**config.mk**
```make
export PLATFORM = sky130hd
export DESIGN_NAME = boot_clock_reset_config
export DESIGN_NICKNAME = d
export VERILOG_FILES = /design/src/design/boot_clock_reset_pkg.sv /design/src/design/boot_clock_reset_config.sv /design/src/design/settle_timer.sv
export VERILOG_INCLUDE_DIRS = /design/src /design/src/design
export SDC_FILE = /design/constraint.sdc
export NUM_CORES = 1
export LEC_CHECK = 0
export BUFFER_PORTS_ARGS = -buffer_cell sky130_fd_sc_hd__buf_2
export CAP_MARGIN = 20
export CORE_MARGIN = 10
export CORE_UTILIZATION = 40
export DETAILED_ROUTE_END_ITERATION = 10
export GPL_TIMING_DRIVEN = 0
export PLACE_DENSITY = 0.68
export RECOVER_POWER = 25
export SYNTH_ARGS = -nofsm -noshare
export SYNTH_HDL_FRONTEND = slang
export SYNTH_SLANG_ARGS = --single-unit
```
**constraint.sdc**
```tcl
create_clock -name pclk -period 3.05 [get_ports pclk]
set_clock_uncertainty 0.1 [all_clocks]
set_input_delay 0.61 -clock pclk [delete_from_list [all_inputs] [get_ports pclk]]
set_output_delay 0.61 -clock pclk [all_outputs]
set_load 0.02 [all_outputs]
```
**src/design/boot_clock_reset_map.svh**
```systemverilog
// constants of the boot clock and reset sequencer: offsets, fields, counts
// assumes a 100 MHz pclk and 32-bit APB with byte addresses
//
// Contract
// with clock select low the generator multiplies the 32.768 kHz clock by 375 to give 12.288 MHz.
// with clock select high the generator is bypassed and the system clock comes from the external clock input.
// the board supplies 11.2896, 12.0 or 12.288 MHz on the external clock input when it is selected.
// the first general timer times 200 ms of bandgap settling and user code does not start before it ends.
// register entries in a boot image never change the clock generator, the PLL or the boot timer.
// a peripheral clock runs only while that peripheral is probed as a boot source.
// at hand-off every peripheral clock is off and every idle domain but the core is idled.
// single access RAM block 31 is reserved while booting and freed when boot completes.
// internal reset is the AND of core supply good and the external reset pin.
// with the regulator enabled its output is 1.3 V or 1.05 V by voltage select and supply good follows the monitor.
// with the regulator disabled its output floats and supply good is forced high.
// with clock select low the oscillator feeds RTC and generator and the clock input is ignored, else only RTC.
// the board holds configuration pins static and resets the device after changing one.
// the board never changes the clock select pin while the device runs.
// with an external core supply the board asserts the reset pin after power-up.
// after reset the core fetches its vector from 0xFFFF00 in ROM with the PLL bypassed.
// release of the combined reset is synchronised so all logic leaves reset on one edge.
`ifndef BOOT_CLOCK_RESET_MAP_SVH
`define BOOT_CLOCK_RESET_MAP_SVH

`define OFS_CTRL 12'h000
`define OFS_STATUS 12'h004
`define OFS_PERIPH 12'h008
`define OFS_IDLE 12'h00c
`define OFS_PLL 12'h010

`define CTRL_PROBE_START 0
`define CTRL_PROBE_DONE 1
`define CTRL_FINISH 2
`define CTRL_VSEL 3
`define CTRL_IDX_LO 4
`define CTRL_IDX_HI 6

`define PERIPH_COUNT 8
`define DOMAIN_COUNT 16
`define RAM_BLOCKS 32
`define BOOT_RAM_BLOCK 31

`define PLL_MULT 10'h177
`define RESET_VECTOR 24'hff_ff00
`define VSEL_RESET 1'b1
`define IDLE_RESET 16'h0000
`define IDLE_BOOT 16'hfffe
`define CPU_DOMAIN 0

`define SETTLE_TIME_MS 200
`define CLK_KHZ 100000
`define SETTLE_CYCLES (`SETTLE_TIME_MS * `CLK_KHZ)

`endif

```
**src/design/boot_clock_reset_pkg.sv**
```systemverilog
// types shared by the boot sequencer and its settle timer
// assumes the map header is on the include path
`include "boot_clock_reset_map.svh"

package boot_clock_reset_pkg;

  typedef enum logic [2:0] {
    RESET_HOLD = 3'b000,
    FETCH_VECTOR = 3'b001,
    CLOCK_SETUP = 3'b010,
    PROBING = 3'b011,
    SETTLE_WAIT = 3'b100,
    USER_RUN = 3'b101
  } boot_state_t;

  typedef struct packed {
    logic psel;
    logic penable;
    logic pwrite;
    logic [11:0] paddr;
    logic [31:0] pwdata;
  } apb_req_t;

  typedef struct packed {
    logic pready;
    logic [31:0] prdata;
    logic pslverr;
  } apb_rsp_t;

  typedef struct packed {
    logic [31:0] count;
    logic running;
    logic elapsed;
  } timer_st_t;

  typedef struct packed {
    boot_state_t state;
    logic rst_s1;
    logic rst_s2;
    logic good_s1;
    logic good_s2;
    logic ldo_s1;
    logic ldo_s2;
    logic sel_s1;
    logic sel_s2;
    logic int_rst_n;
    logic clk_sel;
    logic pll_bypass;
    logic [9:0] pll_mult;
    logic timer_start;
    logic vector_fetch;
    logic user_start;
    logic vsel;
    logic [2:0] probe_idx;
    logic [`PERIPH_COUNT-1:0] periph_clk_en;
    logic [`DOMAIN_COUNT-1:0] idle_cfg;
    logic ram_reserved;
    logic [31:0] prdata;
    logic pslverr;
  } boot_st_t;

endpackage

```
**src/design/boot_clock_reset_config.sv**
```systemverilog
// boot sequencer: internal reset, clock source, probe clocks, hand-off
// assumes pins are asynchronous to pclk and that the boot ROM drives
// the probe and finish steps over APB
`timescale 1ns/1ps

module boot_clock_reset_config
  import boot_clock_reset_pkg::*;
#(
  parameter int SETTLE_CYCLES = `SETTLE_CYCLES
) (
  // clock and reset
  input wire logic pclk,
  input wire logic presetn,
  // register bus
  input wire apb_req_t apb_req,
  output apb_rsp_t apb_rsp,
  // configuration pins and reset sources
  input wire logic reset_pin_n,
  input wire logic core_supply_good,
  input wire logic core_regulator_enable_n,
  input wire logic clock_source_select,
  // core regulator control
  output logic core_regulator_output_en,
  output logic core_regulator_voltage_select,
  // clock routing
  output logic pll_bypass,
  output logic [9:0] pll_multiplier,
  output logic osc_to_pll,
  output logic osc_to_rtc,
  output logic sysclk_from_ext,
  output logic ext_clock_ignored,
  // reset and hand-off
  output logic internal_reset_n,
  output logic vector_fetch,
  output logic [23:0] reset_vector,
  output logic user_start,
  output logic boot_done,
  // peripheral and memory control
  output logic [`PERIPH_COUNT-1:0] periph_clk_en,
  output logic [`DOMAIN_COUNT-1:0] idle_cfg,
  output logic [`RAM_BLOCKS-1:0] ram_reserve_mask
);

  initial begin
    if (SETTLE_CYCLES < 1) begin
      $error("boot_clock_reset_config: SETTLE_CYCLES below 1");
    end
  end

  boot_st_t r;
  boot_st_t nxt;
  logic timer_elapsed;
  logic good_eff;
  logic reset_ok;
  logic setup_ph;
  logic access_wr;
  logic mapped;
  logic [31:0] rd_word;

  settle_timer #(
    .CYCLES(SETTLE_CYCLES)
  ) u_first_general_timer (
    .pclk(pclk),
    .presetn(presetn),
    .start(r.timer_start),
    .elapsed(timer_elapsed),
    .running()
  );

  // a disabled regulator has no monitor, so supply good is forced
  assign good_eff = r.ldo_s2 | r.good_s2;
  assign reset_ok = good_eff & r.rst_s2;

  assign setup_ph = apb_req.psel & ~apb_req.penable;
  assign access_wr = apb_req.psel & apb_req.penable & apb_req.pwrite;

  always_comb begin
    mapped = 1'b1;
    rd_word = 32'h0000_0000;
    case (apb_req.paddr)
      `OFS_CTRL: begin
        rd_word[`CTRL_VSEL] = r.vsel;
        rd_word[`CTRL_IDX_HI:`CTRL_IDX_LO] = r.probe_idx;
      end
      `OFS_STATUS: begin
        rd_word[2:0] = r.state;
        rd_word[3] = r.clk_sel;
        rd_word[4] = good_eff;
        rd_word[5] = timer_elapsed;
        rd_word[6] = r.ram_reserved;
        rd_word[7] = r.pll_bypass;
      end
      `OFS_PERIPH: begin
        rd_word[`PERIPH_COUNT-1:0] = r.periph_clk_en;
      end
      `OFS_IDLE: begin
        rd_word[`DOMAIN_COUNT-1:0] = r.idle_cfg;
      end
      `OFS_PLL: begin
        rd_word[9:0] = r.pll_mult;
        rd_word[16] = r.pll_bypass;
      end
      default: begin
        mapped = 1'b0;
      end
    endcase
  end

  always_comb begin
    nxt = r;
    nxt.rst_s1 = reset_pin_n;
    nxt.rst_s2 = r.rst_s1;
    nxt.good_s1 = core_supply_good;
    nxt.good_s2 = r.good_s1;
    nxt.ldo_s1 = core_regulator_enable_n;
    nxt.ldo_s2 = r.ldo_s1;
    nxt.sel_s1 = clock_source_select;
    nxt.sel_s2 = r.sel_s1;
    // one registered stage so the release lands on a single edge
    nxt.int_rst_n = reset_ok;
    nxt.timer_start = 1'b0;
    nxt.vector_fetch = 1'b0;
    nxt.user_start = 1'b0;

    // reads and errors are captured in setup so the answer is a flop
    if (setup_ph) begin
      nxt.prdata = apb_req.pwrite ? 32'h0000_0000 : rd_word;
      nxt.pslverr = ~mapped;
    end

    // only control is writable; the PLL and timer stay out of reach
    if (access_wr && apb_req.paddr == `OFS_CTRL) begin
      nxt.vsel = apb_req.pwdata[`CTRL_VSEL];
      if (r.state == PROBING) begin
        if (apb_req.pwdata[`CTRL_FINISH]) begin
          nxt.periph_clk_en = '0;
          nxt.state = SETTLE_WAIT;
        end else if (apb_req.pwdata[`CTRL_PROBE_DONE]) begin
          nxt.periph_clk_en = '0;
        end else if (apb_req.pwdata[`CTRL_PROBE_START]) begin
          nxt.probe_idx = apb_req.pwdata[`CTRL_IDX_HI:`CTRL_IDX_LO];
          nxt.periph_clk_en = `PERIPH_COUNT'(1) <<
            apb_req.pwdata[`CTRL_IDX_HI:`CTRL_IDX_LO];
        end
      end
    end

    case (r.state)
      RESET_HOLD: begin
        nxt.pll_bypass = 1'b1;
        nxt.periph_clk_en = '0;
        nxt.ram_reserved = 1'b1;
        if (r.int_rst_n) begin
          // strap caught at release; the board keeps it static
          nxt.clk_sel = r.sel_s2;
          nxt.vector_fetch = 1'b1;
          nxt.state = FETCH_VECTOR;
        end
      end
      FETCH_VECTOR: begin
        nxt.state = CLOCK_SETUP;
      end
      CLOCK_SETUP: begin
        nxt.idle_cfg = `IDLE_BOOT;
        if (!r.clk_sel) begin
          nxt.pll_mult = `PLL_MULT;
          nxt.pll_bypass = 1'b0;
        end else begin
          nxt.pll_bypass = 1'b1;
        end
        nxt.timer_start = 1'b1;
        nxt.state = PROBING;
      end
      PROBING: begin
      end
      SETTLE_WAIT: begin
        nxt.periph_clk_en = '0;
        if (timer_elapsed) begin
          nxt.idle_cfg = `IDLE_BOOT;
          nxt.ram_reserved = 1'b0;
          nxt.user_start = 1'b1;
          nxt.state = USER_RUN;
        end
      end
      USER_RUN: begin
        nxt.periph_clk_en = '0;
      end
      default: begin
        nxt.state = RESET_HOLD;
      end
    endcase

    // any loss of either reset source restarts the whole boot
    if (!r.int_rst_n) begin
      nxt.state = RESET_HOLD;
      nxt.pll_bypass = 1'b1;
      nxt.pll_mult = 10'h000;
      nxt.periph_clk_en = '0;
      nxt.idle_cfg = `IDLE_RESET;
      nxt.ram_reserved = 1'b1;
      nxt.user_start = 1'b0;
      nxt.vector_fetch = 1'b0;
      nxt.timer_start = 1'b0;
    end
  end

  always_ff @(posedge pclk or negedge presetn) begin
    if (!presetn) begin
      r <= '0;
      r.state <= RESET_HOLD;
      r.pll_bypass <= 1'b1;
      r.vsel <= `VSEL_RESET;
      r.idle_cfg <= `IDLE_RESET;
      r.ram_reserved <= 1'b1;
    end else begin
      r <= nxt;
    end
  end

  assign apb_rsp.pready = apb_req.psel & apb_req.penable;
  assign apb_rsp.prdata = r.prdata;
  assign apb_rsp.pslverr = r.pslverr;

  // regulator floats when disabled; level follows the select bit
  assign core_regulator_output_en = ~r.ldo_s2;
  assign core_regulator_voltage_select = r.vsel;

  assign pll_bypass = r.pll_bypass;
  assign pll_multiplier = r.pll_mult;
  assign osc_to_pll = ~r.clk_sel;
  assign osc_to_rtc = 1'b1;
  assign sysclk_from_ext = r.clk_sel;
  assign ext_clock_ignored = ~r.clk_sel;

  assign internal_reset_n = r.int_rst_n;
  assign vector_fetch = r.vector_fetch;
  assign reset_vector = `RESET_VECTOR;
  assign user_start = r.user_start;
  assign boot_done = (r.state == USER_RUN);
  assign periph_clk_en = r.periph_clk_en;
  assign idle_cfg = r.idle_cfg;

  always_comb begin
    ram_reserve_mask = '0;
    ram_reserve_mask[`BOOT_RAM_BLOCK] = r.ram_reserved;
  end

  pll_mult_a: assert property (@(posedge pclk) disable iff (!presetn)
    (r.state == PROBING && !r.clk_sel) |->
      (pll_multiplier == 10'h177 && !pll_bypass))
    else $error("generator not at x375 while probing");

  bypass_ext_a: assert property (@(posedge pclk) disable iff (!presetn)
    (r.clk_sel && r.state != RESET_HOLD) |-> (pll_bypass && sysclk_from_ext))
    else $error("external clock selected but generator not bypassed");

  settle_gate_a: assert property (@(posedge pclk) disable iff (!presetn)
    $rose(user_start) |-> $past(timer_elapsed))
    else $error("user code started before settle time");

  probe_clk_a: assert property (@(posedge pclk) disable iff (!presetn)
    (periph_clk_en != '0) |->
      (r.state == PROBING && $onehot(periph_clk_en)))
    else $error("peripheral clock running outside a single probe");

  user_clocks_a: assert property (@(posedge pclk) disable iff (!presetn)
    (r.state == USER_RUN) |->
      (periph_clk_en == '0 && idle_cfg == 16'hfffe))
    else $error("hand-off with clocks on or domains awake");

  ram_reserve_a: assert property (@(posedge pclk) disable iff (!presetn)
    ram_reserve_mask[31] == (r.state != USER_RUN))
    else $error("boot RAM block reservation wrong");

  reset_and_a: assert property (@(posedge pclk) disable iff (!presetn)
    !reset_ok |=> !internal_reset_n ##1 (r.state == RESET_HOLD))
    else $error("internal reset not taken on a lost source");

  regulator_a: assert property (@(posedge pclk) disable iff (!presetn)
    !r.ldo_s2 |-> (core_regulator_output_en &&
      core_regulator_voltage_select == r.vsel && good_eff == r.good_s2))
    else $error("enabled regulator output or monitor wrong");

  regulator_off_a: assert property (@(posedge pclk) disable iff (!presetn)
    r.ldo_s2 |-> (!core_regulator_output_en && good_eff))
    else $error("disabled regulator still driven or supply not good");

  osc_route_a: assert property (@(posedge pclk) disable iff (!presetn)
    osc_to_rtc && (osc_to_pll == !sysclk_from_ext) &&
      (ext_clock_ignored == !r.clk_sel))
    else $error("oscillator routing wrong");

  vector_a: assert property (@(posedge pclk) disable iff (!presetn)
    vector_fetch |-> (pll_bypass && reset_vector == 24'hff_ff00 &&
      r.state == FETCH_VECTOR))
    else $error("vector fetch with generator active or wrong address");

  release_sync_a: assert property (@(posedge pclk) disable iff (!presetn)
    $rose(internal_reset_n) |-> ($past(reset_ok) && r.state == RESET_HOLD)
      ##1 (vector_fetch && r.state == FETCH_VECTOR))
    else $error("reset release not on the synchronised edge");

endmodule // boot_clock_reset_config

```
**src/design/settle_timer.sv**
```systemverilog
// first general timer used as a one-shot settle counter
// assumes start is a one-cycle pulse on pclk
`timescale 1ns/1ps

module settle_timer
  import boot_clock_reset_pkg::*;
#(
  parameter int CYCLES = `SETTLE_CYCLES
) (
  // clock and reset
  input wire logic pclk,
  input wire logic presetn,
  // control and result
  input wire logic start,
  output logic elapsed,
  output logic running
);

  initial begin
    if (CYCLES < 1) begin
      $error("settle_timer: CYCLES must be at least 1");
    end
  end

  localparam logic [31:0] LAST = 32'(CYCLES - 1);

  timer_st_t r;
  timer_st_t nxt;

  always_comb begin
    nxt = r;
    if (start) begin
      nxt.count = 32'h0000_0000;
      nxt.running = 1'b1;
      nxt.elapsed = 1'b0;
    end else if (r.running) begin
      if (r.count == LAST) begin
        nxt.running = 1'b0;
        nxt.elapsed = 1'b1;
      end else begin
        nxt.count = r.count + 32'h0000_0001;
      end
    end
  end

  always_ff @(posedge pclk or negedge presetn) begin
    if (!presetn) begin
      r <= '0;
    end else begin
      r <= nxt;
    end
  end

  assign elapsed = r.elapsed;
  assign running = r.running;

endmodule // settle_timer

```
==> Word level (Yosys, flattened, before mapping) <==
Index checks and enable logic that the tools add are counted.
{ "word_totals": {"register_bits": 123, "input_bits": 53, "output_inout_bits": 135, "wordCells": 111} }
{ "classes": {"addsub": 1, "eq_ne": 20, "n_shift": 1, "n_mux": 36, "bitwise": 11, "reduce_logical": 16} }
{ "ops": {"columns": ["op", "n"], "rows": [
  ["34-bit two-way mux", 2],
  ["8-bit two-way mux", 5],
  ["17-bit two-way mux", 2],
  ["32-bit by 1-bit adder with 32-bit output, second input constant", 1],
  ["32-bit by 25-bit == test with 1-bit output, second input constant", 1],
  ["32-bit two-way mux", 1],
  ["16-bit one-hot mux with 2 select lines", 1],
  ["25-bit two-way mux", 1],
  ["12-bit by 4-bit == test with 1-bit output, second input constant", 2],
  ["11-bit two-way mux", 2],
  ["4-bit one-hot mux with 5 select lines", 1],
  ["3-bit two-way mux", 5],
  ["3-bit one-hot mux with 5 select lines", 1],
  ["14-bit two-way mux", 1],
  ["12-bit by 3-bit == test with 1-bit output, second input constant", 1],
  ["12-bit by 5-bit == test with 1-bit output, second input constant", 1],
  ["12-bit zero test", 1],
  ["3-bit one-hot mux with 4 select lines", 1],
  ["2-bit AND reduction", 6],
  ["10-bit two-way mux", 1],
  ["3-bit by 1-bit != test with 1-bit output, second input constant", 3],
  ["3-bit by 2-bit != test with 1-bit output, second input constant", 3],
  ["1-bit by 3-bit << shifter with 8-bit output, first input constant", 1],
  ["3-bit by 2-bit == test with 1-bit output, second input constant", 2],
  ["22 further kinds", 39]
]} }

==> Depth between registers and ports, before layout <==
Gate-level depths: netlist of run 1.
{ "logic_depth": {"depth_word": 8, "ltp_mapped": 7, "ltp_nobuf": 6} }

==> By module <==
Synthesis of run 1 repeated with hierarchy kept, for this count alone.
{ "hier_totals": {"cells_unflattened": 502, "area_unflattened_um2": 4820.9} }
{ "by_module_without_submodules": {"columns": ["module", "instances", "cells_each", "area_per_inst_um2", "seq_area_each_um2"], "rows": [
  ["boot_clock_reset_config", 1, 321, 3065.4, 1129.8],
  ["settle_timer", 1, 181, 1755.4, 850.8]
]} }

==> Worst setup path before layout of run 1 <==
Ideal clock, no wire load.
{ "synth_timing": {"path_type": "input-to-reg", "from": "input port apb_req[41] (netlist bit)", "to": "register r[58] (netlist bit)", "setup_ns": 0.125, "arrival_ns": 2.410, "t_required_ns": 2.825, "slack_ns": 0.415, "cell_stages": 5, "n_path_buf": 0, "cell_sequence": "or4_4 -> nor4_4 -> and3_2 -> and3_1 -> mux2_2"} }
{ "synth_via": {"elab_chain_len": 3} }
{ "synth_lines": {"columns": ["item", "line_no", "text"], "rows": [
  ["start, declared", "boot_clock_reset_config.sv:15", "input wire apb_req_t apb_req,"],
  ["12-bit zero test", null, null],
  ["1-bit logical AND (no source line)", null, null],
  ["5-bit AND reduction (no source line)", null, null],
  ["end signal, assigned", "boot_clock_reset_config.sv:216", "r <= nxt;"],
  ["end, declared", "boot_clock_reset_config.sv:50", "boot_st_t r;"]
]} }
Every way passes these cells.
A chain may end at the register's enable or synchronous reset.

==> Worst setup path in the final report of run 1 <==
Ends and elaborated chain as after synthesis.

==> impl_metrics.csv, run 1 <==
group,metric,value,unit
setup_path,cp_cell_sequence,"buf_2 > or4_4 > nor4_4 > and3_2 > and3_1 > mux2_2",
clock_tree,cts_tree,"yes",
logic_synthesis,xor_xnor_cell_area_share_of_the_yosys_netlist,1.62,%
setup_path,worst_path_dominant_cell_family,"simple AND/OR/NAND/NOR gates",
logic_synthesis,syn_area,4870,µm²
logic_synthesis,ys_async_sr_fraction,100,%
logic_synthesis,ys_dominant_reg_cell,"sky130_fd_sc_hd__dfrtp_1",
routing,first_pass_iters,5,
setup_path,cp-end-kind,"flop",
layout,area_taken_by_multi_input_logic_gates,2120,µm²
routing,drt_wl_total,11.9,mm
power_and_ir_drop,swShare,30.2,%
clock_tree,clock-sinks,79,
sta,min_period_over_period,85.8,%
floorplanning,floorplan.initialDensity,40.7,%
global_routing,first_global_vias,3775,
logic_synthesis,synth_top_family_by_area,"simple AND/OR/NAND/NOR gates",
layout,most_common_cell_after_layout_fill_and_taps_aside,"sky130_fd_sc_hd__buf_4",
layout,area_delta_synth_final,24.2,%
placed_design,port-buffer-count,87,
logic_synthesis,yosysUniqueCellTypes,60,
placed_design,dp_hpwl,9.38,mm
setup_path,cpPeakStageDelay,0.55,ns
global_routing,grt_overflow_total,0,
run,maxCapViolations,1,
sta,setup_tns,0,ns
logic_synthesis,synth_mux_area_share,2.24,%
logic_synthesis,synth_adder_area_share,0.257,%
sta,tightestPinTransition,1.56,ns
setup_path,path_buf_inv,1,
clock_tree,clock-root-buffer,"sky130_fd_sc_hd__clkbuf_16",
global_routing,grt_first_pass_wirelength,18.9,mm
sta,rsz0062_at_grt,"false",
sta,finalCriticalPeriod,2.62,ns
logic_synthesis,syn_inst,534,
routing,drt-initial-drc-count,265,
power_and_ir_drop,intPower,1.86,mW
layout,final_layout_size_suffix_gt1_share,35.9,%
floorplanning,top_level_ports,188,
outcome,violations,"max-capacitance violations, max-slew violations",
outcome,run_status,"finished with violations",
setup_path,crit_path_required_time,3.17,ns
clock_tree,cts_buffer_depth,2,
setup_path,worst-endpoint-arrival,2.73,ns
logic_synthesis,synth-seq-cells,79,
sta,fmax,0.382,GHz
clock_tree,htree_levels,3,
floorplanning,die_height,130,µm
clock_tree,clkLatencyLatePin,0.34,ns
routing,ant_nets,0,
floorplanning,horiz_die_dim,130,µm
placed_design,replace_congestion,0.842,
sta,finalSetupViolations,0,
logic_synthesis,mean_cell_area_of_the_mapped_netlist,9.12,µm²
power_and_ir_drop,p_leak,3.11,nW
routing,dr_total_vias,3984,
clock_tree,cts_buffers,9,
floorplanning,fp.dieArea,17000,µm²
power_and_ir_drop,power.share.combinational,18.5,%
layout,nNetsFinal,760,
routing,detail_route.vias_per_cell,4.64,
power_and_ir_drop,clock_power_share,37.5,%
min_path,hold_path_class,"in2async",
clock_tree,cts_resized,0,
layout,diodes,0,
layout,final.fill_count,1142,
setup_path,worstSetupPathType,"in2reg",
global_routing,largest_net_degree_at_the_start_of_global_routing,66,
logic_synthesis,ys_seq_area_share,40.7,%
floorplanning,floorplan.core_area,12000,µm²
global_routing,antenna_violations_before_repair,0,
clock_tree,clk_pin_slew_worst_paths,0.06,ns
routing,routed_wire_length_per_instance,13.9,µm
global_routing,gr-usage-all-layers,13.8,%
power_and_ir_drop,ir_drop,0.329,mV
power_and_ir_drop,power.share.sequential,44.1,%
power_and_ir_drop,power_switching,808,µW
sta,finalHoldViolations,0,
sta,max_slew_margin,-4.11,%
logic_synthesis,synth_edf_count,0,
routing,drcViolationCount,0,
floorplanning,number_of_placement_rows,40,
sta,final_max_slew_viol_count,66,
layout,final_cells,858,
layout,layout.area.seq,1980,µm²
logic_synthesis,synth-compound-area-share,11.8,%
placed_design,dp.cells,842,
setup_path,cp-start-kind,"input port",
logic_synthesis,synth-warning-count,0,
logic_synthesis,post_synth_and_or_nand_nor_area_fraction,21.9,%
layout,mostFrequentLayoutCells,"sky130_fd_sc_hd__buf_4, sky130_fd_sc_hd__buf_2, sky130_fd_sc_hd__dfrtp_1, sky130_fd_sc_hd__conb_1, sky130_fd_sc_hd__nand2_1",
clock_tree,cts_post_setup_buffers_inserted,0,
setup_path,worst_path_max_fanout,10,
setup_path,slowest_stage,"sky130_fd_sc_hd__or4_4",
power_and_ir_drop,power-per-cell-area,442,nW/µm²
clock_tree,cts-hold-fix-buffers,0,
[cell usage after synthesis, types with 4 or more instances]
| cell type | n | share of area [%] |
|---|---|---|
| sky130_fd_sc_hd__a21oi_1 | 39 | 4.0 |
| sky130_fd_sc_hd__a22o_1 | 5 | 0.90 |
| sky130_fd_sc_hd__and2_1 | 4 | 0.51 |
| sky130_fd_sc_hd__and3_1 | 9 | 1.2 |
| sky130_fd_sc_hd__and4_1 | 5 | 0.90 |
| sky130_fd_sc_hd__buf_4 | 125 | 19 |
| sky130_fd_sc_hd__clkbuf_1 | 12 | 0.93 |
| sky130_fd_sc_hd__dfrtp_1 | 76 | 39 |
| sky130_fd_sc_hd__inv_1 | 9 | 0.69 |
| sky130_fd_sc_hd__mux2_2 | 5 | 1.2 |
| sky130_fd_sc_hd__nand2_1 | 47 | 3.6 |
| sky130_fd_sc_hd__nand2b_1 | 5 | 0.64 |
| sky130_fd_sc_hd__nand3_1 | 15 | 1.5 |
| sky130_fd_sc_hd__nand4_1 | 9 | 1.2 |
| sky130_fd_sc_hd__nor2_1 | 29 | 2.2 |
| sky130_fd_sc_hd__nor2b_1 | 8 | 1.0 |
| sky130_fd_sc_hd__nor3_1 | 4 | 0.41 |
| sky130_fd_sc_hd__nor4_1 | 6 | 0.77 |
| sky130_fd_sc_hd__o21ai_0 | 29 | 3.0 |
| sky130_fd_sc_hd__o31ai_1 | 4 | 0.62 |
| sky130_fd_sc_hd__or2_2 | 4 | 0.51 |
| sky130_fd_sc_hd__or3_1 | 18 | 2.3 |
| sky130_fd_sc_hd__or3_2 | 4 | 0.62 |
| sky130_fd_sc_hd__or4_1 | 8 | 1.2 |
| sky130_fd_sc_hd__xnor2_1 | 4 | 0.72 |
| sky130_fd_sc_hd__xor2_1 | 5 | 0.90 |
[state kept, by name, indices dropped and copies added, names as in the netlist]
| name | flops |
|---|---|
| apb_rsp | 13 |
| core_regulator_voltage_select | 1 |
| idle_cfg | 1 |
| internal_reset_n | 1 |
| nxt | 4 |
| periph_clk_en | 8 |
| pll_bypass | 1 |
| pll_multiplier | 1 |
| r | 11 |
| ram_reserve_mask | 1 |
| sysclk_from_ext | 1 |
| u_first_general_timer.elapsed | 1 |
| u_first_general_timer.r | 32 |
| u_first_general_timer.running | 1 |
| user_start | 1 |
| vector_fetch | 1 |
[through the flow]
stage	worst slack [ns]	hold slack, ns	cell area, µm²	utilization [%]	power [mW]
2_1_floorplan	0.415	0.214	5140	-	1.55
3_3_place_gp	0.109	0.234	5760	48.2	1.67
3_5_place_dp	0.0956	0.236	5790	48.4	1.69
4_1_cts	0.439	0.0189	6070	50.8	2.70
5_1_grt	0.163	0.254	6050	50.6	2.82
6_report	0.434	0.219	6050	50.6	2.67
[path summary, 6_finish.rpt]
check / depth (start not counted) / endpoint / startpoint / slack (ns)
max: 6 / r[58] / apb_req[41] / 0.43
min: 1 / periph_clk_en[6] / presetn / 0.22
max reg2reg: 7 / u_first_general_timer.r[33] / u_first_general_timer.r[8] / 0.47
min reg2reg: 0 / r[84] / nxt[84] / 0.25
max in group asynchronous: 2 / u_first_general_timer.r[17] / presetn / 0.64
min in group pclk: 0 / r[84] / nxt[84] / 0.25
[routing by layer]
metal,global-route usage [%],wire length [µm]
met3,4.91,1070
met1,15.7,4620
met5,0,0
met4,4.76,130
met2,23.4,6090
[layout make-up]
| type | count | share of cell area [%] |
|---|---|---|
| multi-input combinational | 378 | 35.1 |
| sequential | 79 | 32.8 |
| buffer | 141 | 16.7 |
| timing repair buffer | 88 | 7.26 |
| clock buffer | 9 | 3.72 |
| tap | 147 | 3.04 |
| clock inverter | 7 | 0.931 |
| inverter | 9 | 0.559 |
[logic make-up after synthesis]
kind of cell    count (synthesis)
xor+xnor                        9
buf+inv                       150
mux                             9
fa+ha+maj                       1
simple gates                  189
flops                          79
compound gates                 95
other cells                     2
[power groups by stage]
stage	Clock, mW	Sequential (mW)	Combinational [mW]
CTS	1.03	1.18	0.497
global route	1.08	1.18	0.551
finish	1.00	1.18	0.493
detailed placement	0	1.19	0.496
floorplan	0	1.18	0.370
global placement	0	1.19	0.479
Note: power is estimated with default switching activity, not from simulation.
==> run 2: changes to the inputs <==
Settings changed: CORE_UTILIZATION 40 to 50, GPL_ROUTABILITY_DRIVEN set to 0, PLACE_DENSITY 0.68 to 0.82, SYNTH_HIERARCHICAL set to 1.
==> run 2 against run 1 <==
Compared with the run above:
- the flow now finishes without violations
- critical path depth stayed put
- synthesized cell count decreased by 6.0%
- combinational power grew 5.7%
- die area fell by 18%
- routed wire length decreased by 1.1%
- fmax rose by 5.6%
- register-to-register slack gained 0.10 ns
- critical path type is now reg2reg
==> impl_metrics.csv, run 2 <==
group,metric,value,unit
outcome,run_status,"finished clean",
setup_path,worst-endpoint-arrival,2.59,ns
routing,drt_wl_total,11.8,mm
routing,highest_layer,"met4",
logic_synthesis,syn_area,4820,µm²
power_and_ir_drop,power.share.sequential,46.9,%
sta,final_max_slew_viol_count,0,
setup_path,crit_reg_reg_startpoint,"u_first_general_timer/r[27]",
clock_tree,clk_pin_slew_worst_paths,0.08,ns
logic_synthesis,synth-warning-count,6,
sta,finalHoldViolations,0,
power_and_ir_drop,clock_power_share,31.9,%
sta,rsz0062_at_grt,"false",
layout,most_common_cell_after_layout_fill_and_taps_aside,"sky130_fd_sc_hd__buf_4",
routing,wl_met3,711,µm
setup_path,cp-end-kind,"flop",
setup_path,worst_path_max_fanout,10,
setup_path,r2r_slack,0.57,ns
min_path,timing.hold.worst.start,"nxt[78]",
floorplanning,fp.dieArea,14000,µm²
routing,drcViolationCount,0,
logic_synthesis,synth.largest_area_cell,"sky130_fd_sc_hd__dfrtp_1",
power_and_ir_drop,intPower,1.70,mW
power_and_ir_drop,power-per-cell-area,416,nW/µm²
logic_synthesis,yosys-top-cells-count,"sky130_fd_sc_hd__buf_4, sky130_fd_sc_hd__dfrtp_1, sky130_fd_sc_hd__nor2_1, sky130_fd_sc_hd__nand2_1",
logic_synthesis,netlist.area_leader.share,39.4,%
setup_path,worstSetupPathType,"reg2reg",
routing,dr_total_vias,3893,
placed_design,dp.cells,791,
min_path,hold_path_class,"reg2reg",
logic_synthesis,ys_async_sr_fraction,100,%
logic_synthesis,mean_cell_area_of_the_mapped_netlist,9.60,µm²
layout,nNetsFinal,728,
min_path,whs_endpoint,"r[78]",
logic_synthesis,ys_dominant_reg_cell,"sky130_fd_sc_hd__dfrtp_1",
run,maxCapViolations,0,
layout,area_taken_by_multi_input_logic_gates,2080,µm²
clock_tree,cts_buffer_depth,2,
clock_tree,clock-root-buffer,"sky130_fd_sc_hd__clkbuf_8",
sta,finalSetupViolations,0,
power_and_ir_drop,p_leak,3.11,nW
global_routing,grt_overflow_total,0,
floorplanning,top_level_ports,188,
setup_path,crit_path_required_time,3.16,ns
sta,min_period_over_period,81.2,%
routing,drt-met1-wl,4.56,mm
setup_path,crit-reg2reg-capture,"u_first_general_timer/r[3]",
floorplanning,floorplan.initialDensity,51.7,%
routing,drt-initial-drc-count,191,
logic_synthesis,synth_most_common_cell,"sky130_fd_sc_hd__buf_4",
sta,fin_hold_ws,0.253,ns
global_routing,largest_net_degree_at_the_start_of_global_routing,57,
power_and_ir_drop,power.share.combinational,21.2,%
logic_synthesis,yosysUniqueCellTypes,63,
sta,fmax,0.404,GHz
logic_synthesis,synth-seq-cells,79,
layout,final.fill_count,788,
global_routing,gr-usage-all-layers,16.2,%
placed_design,dpl_worst_slack,0.557,ns
floorplanning,die_height,118,µm
routing,routed_wire_length_per_instance,14.6,µm
layout,largest_register_ff_count,32,
global_routing,grt_first_pass_wirelength,19.2,mm
layout,top_register,"u_first_general_timer/r",
power_and_ir_drop,swShare,30.8,%
power_and_ir_drop,ir_drop,0.290,mV
clock_tree,cts_tree,"yes",
setup_path,cp-start-kind,"flop",
layout,final_cells,808,
routing,first_pass_iters,4,
placed_design,dp_hpwl,9.40,mm
power_and_ir_drop,power_switching,758,µW
layout,layout.area.seq,1980,µm²
floorplanning,number_of_placement_rows,35,
floorplanning,horiz_die_dim,118,µm
clock_tree,cts_resized,0,
logic_synthesis,syn_inst,502,
logic_synthesis,synth_edf_count,0,
clock_tree,cts_post_setup_buffers_inserted,0,
sta,max_slew_margin,6.11,%
clock_tree,htree_levels,3,
layout,mostFrequentLayoutCells,"sky130_fd_sc_hd__buf_4, sky130_fd_sc_hd__buf_2, sky130_fd_sc_hd__dfrtp_1, sky130_fd_sc_hd__conb_1, sky130_fd_sc_hd__nor2_1",
clock_tree,clkLatencyLatePin,0.35,ns
layout,area_delta_synth_final,22.7,%
logic_synthesis,post_synth_main_area_contributors,"sky130_fd_sc_hd__dfrtp_1, sky130_fd_sc_hd__buf_4, sky130_fd_sc_hd__xor2_1, sky130_fd_sc_hd__nor2_1, sky130_fd_sc_hd__nand2_1",
placed_design,port-buffer-count,86,
clock_tree,clock-sinks,79,
floorplanning,floorplan.core_area,9330,µm²
setup_path,timing.reg2reg.worst_path_depth,6,
routing,met2RoutedLength,6.26,mm
sta,finalCriticalPeriod,2.48,ns
clock_tree,cts_buffers,9,
sta,tightestPinTransition,1.41,ns
sta,setup_ws,0.574,ns
routing,ant_nets,0,
min_path,worstHoldPathCells,0,
global_routing,antenna_violations_before_repair,0,
clock_tree,cts-hold-fix-buffers,0,
routing,detail_route.vias_per_cell,4.82,
logic_synthesis,ys_seq_area_share,41.1,%
layout,final_layout_size_suffix_gt1_share,36.4,%
layout,diodes,0,
global_routing,first_global_vias,3901,
sta,setup_tns,0,ns
[run 2: cell count changes in the layout (fill, tap and decap cells not counted), moves of 9 or more]
| cell | previous run | this run |
|---|---|---|
| sky130_fd_sc_hd__a21oi_1 | 39 | 12 |
| sky130_fd_sc_hd__o21ai_0 | 29 | 7 |
| sky130_fd_sc_hd__nand2_1 | 47 | 31 |
| sky130_fd_sc_hd__xor2_1 | 5 | 21 |
| sky130_fd_sc_hd__or3_1 | 18 | 5 |
| sky130_fd_sc_hd__nor2_1 | 29 | 40 |
| sky130_fd_sc_hd__clkbuf_8 | 0 | 10 |
| sky130_fd_sc_hd__clkbuf_16 | 9 | 0 |
[run 2: area by class of cell]
| type | count | area share, % |
|---|---|---|
| inverters | 4 | 0.254 |
| multi-input cells | 348 | 35.2 |
| flip-flops and latches | 79 | 33.5 |
| clock buffers | 11 | 2.39 |
| well taps | 129 | 2.73 |
| plain buffers | 144 | 17.2 |
| clock inverters | 5 | 0.973 |
| repair buffers | 88 | 7.80 |
[run 2: worst max-delay path: stages (launching register included)]
cell	delay, ns
sky130_fd_sc_hd__dfrtp_1	0.43
sky130_fd_sc_hd__or4b_1	0.53
sky130_fd_sc_hd__or4_4	0.60
sky130_fd_sc_hd__o31ai_4	0.26
sky130_fd_sc_hd__buf_6	0.18
sky130_fd_sc_hd__mux2i_1	0.19
sky130_fd_sc_hd__nor2_1	0.05
[run 2: layer usage]
layer  GRT usage [%]  vias to the layer above
met5               0                        -
met2            29.3                      144
li1                -                     1890
met4            6.57                        0
met1            17.7                     1836
met3            4.05                       23
[run 2: through the flow]
stage	util (%)	total power, mW	cell area, µm²
CTS	63.4	2.47	5920
finish	63.4	2.46	5920
global placement	61.0	1.66	5690
detailed placement	61.3	1.69	5720
global route	63.4	2.58	5920
floorplan	-	1.55	5090
[run 2: worst max path at each step]
stage | end | start | depth (start not counted) | slack [ns]
2_1_floorplan | u_first_general_timer/r[3] | u_first_general_timer/r[27] | 6 | 0.76
3_3_place_gp | periph_clk_en[1] | apb_req[41] | 5 | 0.62
3_5_place_dp | apb_rsp[16] | apb_req[37] | 6 | 0.56
4_1_cts | u_first_general_timer/r[3] | u_first_general_timer/r[27] | 6 | 0.57
5_1_grt | u_first_general_timer/r[19] | u_first_general_timer/r[5] | 5 | 0.38
6_report | u_first_general_timer/r[3] | u_first_general_timer/r[27] | 6 | 0.57
[run 2: power groups by stage]
stage | Sequential (mW) | Combinational [mW] | Clock, mW
floorplan | 1.17 | 0.386 | 0
global placement | 1.17 | 0.492 | 0
detailed placement | 1.17 | 0.512 | 0
CTS | 1.15 | 0.515 | 0.799
global route | 1.16 | 0.568 | 0.846
finish | 1.15 | 0.521 | 0.786
[run 2: cell families (layout without fill, tap and decap cells)]
kind of cell               Yosys count  in the layout  share of synthesized area (%)
adders and majority gates            1              1                          0.259
DFF                                 79             79                           41.1
xor gates and xnor gates            24             24                           4.36
other                                2             75                          0.156
muxes                               14             14                           3.30
buffers and inverters              148            252                           21.4
AOI/OAI and AO/OA                   62             62                           9.37
and+or+nand+nor                    172            172                           20.0
==> run 3: changes to the inputs <==
Settings changed: ABC_AREA set to 1, CORE_UTILIZATION 50 to 47, PLACE_DENSITY 0.82 to 0.77.
Clock period 3.05 ns to 2 ns, I/O delays scaled along.
==> run 3 against run 2 <==
Compared with the run above:
- global-route usage rose by 0.46 points
- sequential share of layout area fell by 6.1 points
- synthesized cell count rose by 56%
- combinational power rose by 94%
- first-iteration DRC count rose by 150%
- worst setup slack got worse by 0.43 ns
- power rose by 88%
- via count rose by 34%
- critical path type unchanged
- critical endpoint is now u_first_general_timer/r[30]
- highest routed layer unchanged
==> impl_metrics.csv, run 3 <==
group,metric,value,unit
logic_synthesis,yosys-top-cells-count,"sky130_fd_sc_hd__nand2_1, sky130_fd_sc_hd__buf_4, sky130_fd_sc_hd__nor2_1, sky130_fd_sc_hd__dfrtp_1, sky130_fd_sc_hd__nand3_1",
logic_synthesis,ys_async_sr_fraction,100,%
setup_path,slowest_stage,"sky130_fd_sc_hd__dfrtp_1",
setup_path,worstSetupPathType,"reg2reg",
routing,drcViolationCount,0,
layout,top_register,"u_first_general_timer/r",
routing,detail_route.vias_per_cell,4.58,
power_and_ir_drop,ir_drop,0.681,mV
layout,largest_register_ff_count,32,
logic_synthesis,syn_inst,785,
logic_synthesis,synth.largest_area_cell,"sky130_fd_sc_hd__dfrtp_1",
global_routing,first_global_vias,4961,
global_routing,gr-usage-all-layers,16.7,%
clock_tree,clkLatencyLatePin,0.34,ns
logic_synthesis,synth-seq-cells,79,
sta,rsz0062_at_grt,"false",
layout,area_taken_by_multi_input_logic_gates,2870,µm²
sta,fmax,0.538,GHz
floorplanning,floorplan.core_area,12500,µm²
setup_path,path_buf_inv,3,
setup_path,cpPeakStageDelay,0.41,ns
floorplanning,horiz_die_dim,132,µm
floorplanning,floorplan.initialDensity,47.5,%
logic_synthesis,post_synth_main_area_contributors,"sky130_fd_sc_hd__dfrtp_1, sky130_fd_sc_hd__buf_4, sky130_fd_sc_hd__nand2_1, sky130_fd_sc_hd__nand3_2, sky130_fd_sc_hd__nand3_1",
placed_design,dp_hpwl,11.6,mm
setup_path,worst_path_max_fanout,10,
sta,finalCriticalPeriod,1.86,ns
setup_path,cp-start-kind,"flop",
setup_path,crit_path_required_time,2.13,ns
layout,area_delta_synth_final,21.7,%
logic_synthesis,ys_dominant_reg_cell,"sky130_fd_sc_hd__dfrtp_1",
logic_synthesis,yosysUniqueCellTypes,43,
layout,final_layout_size_suffix_gt1_share,35.1,%
layout,final.fill_count,1187,
global_routing,largest_net_degree_at_the_start_of_global_routing,69,
clock_tree,clock-sinks,79,
floorplanning,top_level_ports,188,
power_and_ir_drop,p_leak,3.92,nW
logic_synthesis,netlist.area_leader.share,32.0,%
global_routing,grt_first_pass_wirelength,24.6,mm
floorplanning,die_height,132,µm
routing,dr_total_vias,5202,
clock_tree,cts_tree,"yes",
sta,final_max_slew_viol_count,0,
routing,routed_wire_length_per_instance,13.1,µm
setup_path,crit_reg_reg_startpoint,"u_first_general_timer/r[3]",
min_path,hold_path_class,"in2reg",
routing,drt_wl_total,14.9,mm
layout,nNetsFinal,1012,
layout,most_common_cell_after_layout_fill_and_taps_aside,"sky130_fd_sc_hd__nand2_1",
logic_synthesis,syn_area,5940,µm²
sta,min_period_over_period,93.0,%
clock_tree,clk_pin_slew_worst_paths,0.06,ns
logic_synthesis,synth-warning-count,6,
clock_tree,clock-root-buffer,"sky130_fd_sc_hd__clkbuf_16",
setup_path,cp-end-kind,"flop",
floorplanning,number_of_placement_rows,41,
setup_path,cp_cell_sequence,"ha_1 > inv_1 > nor2_4 > nand2_4 > inv_2 > nand2_1 > nor2_2 > nor2_4 > buf_6 > nand3_1 > nand2_1",
layout,layout.area.seq,1980,µm²
routing,drt-initial-drc-count,474,
placed_design,port-buffer-count,87,
sta,finalSetupViolations,0,
clock_tree,cts_buffer_depth,2,
routing,ant_nets,0,
logic_synthesis,synth_edf_count,0,
min_path,timing.hold.worst.start,"clock_source_select",
run,maxCapViolations,0,
sta,tightestPinTransition,0.756,ns
placed_design,dpl_worst_slack,0.156,ns
logic_synthesis,ys_seq_area_share,33.3,%
setup_path,worst_path_dominant_cell_family,"simple AND/OR/NAND/NOR gates",
routing,first_pass_iters,5,
setup_path,worst-endpoint-arrival,1.99,ns
clock_tree,cts_buffers,9,
global_routing,antenna_violations_before_repair,0,
power_and_ir_drop,post-layout-total-power,4.63,mW
floorplanning,fp.dieArea,17500,µm²
clock_tree,htree_levels,3,
sta,finalHoldViolations,0,
logic_synthesis,mean_cell_area_of_the_mapped_netlist,7.57,µm²
layout,diodes,0,
setup_path,r2r_slack,0.14,ns
layout,mostFrequentLayoutCells,"sky130_fd_sc_hd__nand2_1, sky130_fd_sc_hd__buf_4, sky130_fd_sc_hd__buf_2, sky130_fd_sc_hd__nor2_1",
logic_synthesis,synth_most_common_cell,"sky130_fd_sc_hd__nand2_1",
sta,fin_hold_ws,0.0626,ns
sta,max_slew_margin,49.6,%
setup_path,setup.worst_path.start,"u_first_general_timer/r[3]",
outcome,run_status,"finished clean",
power_and_ir_drop,power-per-cell-area,640,nW/µm²
global_routing,grt_overflow_total,0,
sta,setup_ws,0.140,ns
[run 3: path summary, 6_finish.rpt]
path,depth (start not counted),to
setup / recovery,11,u_first_general_timer/r[30]
hold / removal,1,nxt[78]
setup reg to reg,11,u_first_general_timer/r[30]
hold reg to reg,0,r[82]
max in group asynchronous,3,ram_reserve_mask[31]
min in group asynchronous,2,apb_rsp[16]
[run 3: cell families (layout without fill, tap and decap cells)]
group,Yosys count,after routing,share of synthesized area (%)
mux,1,1,0.190
buf+inv,209,314,22.9
fa+ha+maj,1,1,0.211
flops,79,79,33.3
compound gates,40,40,4.19
simple gates,448,448,38.3
other cells,2,75,0.126
xor+xnor,5,5,0.737
[run 3: worst register-to-register path, cell delays in order (launching register included)]
cell and delay, ns:
sky130_fd_sc_hd__dfrtp_1 0.41, sky130_fd_sc_hd__ha_1 0.23, sky130_fd_sc_hd__inv_1 0.08, sky130_fd_sc_hd__nor2_4 0.18, sky130_fd_sc_hd__nand2_4 0.10, sky130_fd_sc_hd__inv_2 0.07, sky130_fd_sc_hd__nand2_1 0.06, sky130_fd_sc_hd__nor2_2 0.15
sky130_fd_sc_hd__nor2_4 0.08, sky130_fd_sc_hd__buf_6 0.16, sky130_fd_sc_hd__nand3_1 0.08, sky130_fd_sc_hd__nand2_1 0.06
[run 3: routing by layer]
layer  track usage (%)  routed length [µm]
met5                 0                   0
met4              5.01                 286
met3              4.47                1000
met2              29.0                7390
met1              19.6                6200
[run 3: area by class of cell]
class | count | area share (%)
well taps | 172 | 2.98
plain buffers | 144 | 15.4
flip-flops and latches | 79 | 27.4
clock inverters | 7 | 1.44
inverters | 65 | 3.37
repair buffers | 89 | 6.52
clock buffers | 9 | 3.12
multi-input cells | 570 | 39.8
[run 3: what timing repair did]
action                                  CTS  global route
gates resized for setup                   0             1
endpoints found under the setup margin    0            15
hold buffers                              1             0
setup buffers                             0             0
endpoints found under the hold margin    10             0
[run 3: power by group]
part           total [mW]  switching [mW]  internal, mW  leakage [nW]
Combinational        1.01           0.608         0.397          2.71
Sequential           1.80           0.119          1.68          1.05
Clock                1.82           0.716          1.11         0.154
Total                4.63            1.44          3.18          3.92
[run 3: stage by stage]
stage	cells	area [µm²]	setup TNS [ns]	util (%)
after global placement	1117	6860	-14.28	54.8
after global routing	1135	7230	0	57.8
final	1135	7230	0	57.8
after floorplan	858	6210	0	-
after CTS	1135	7230	0	57.8
after detailed placement	1118	6890	0	55.1
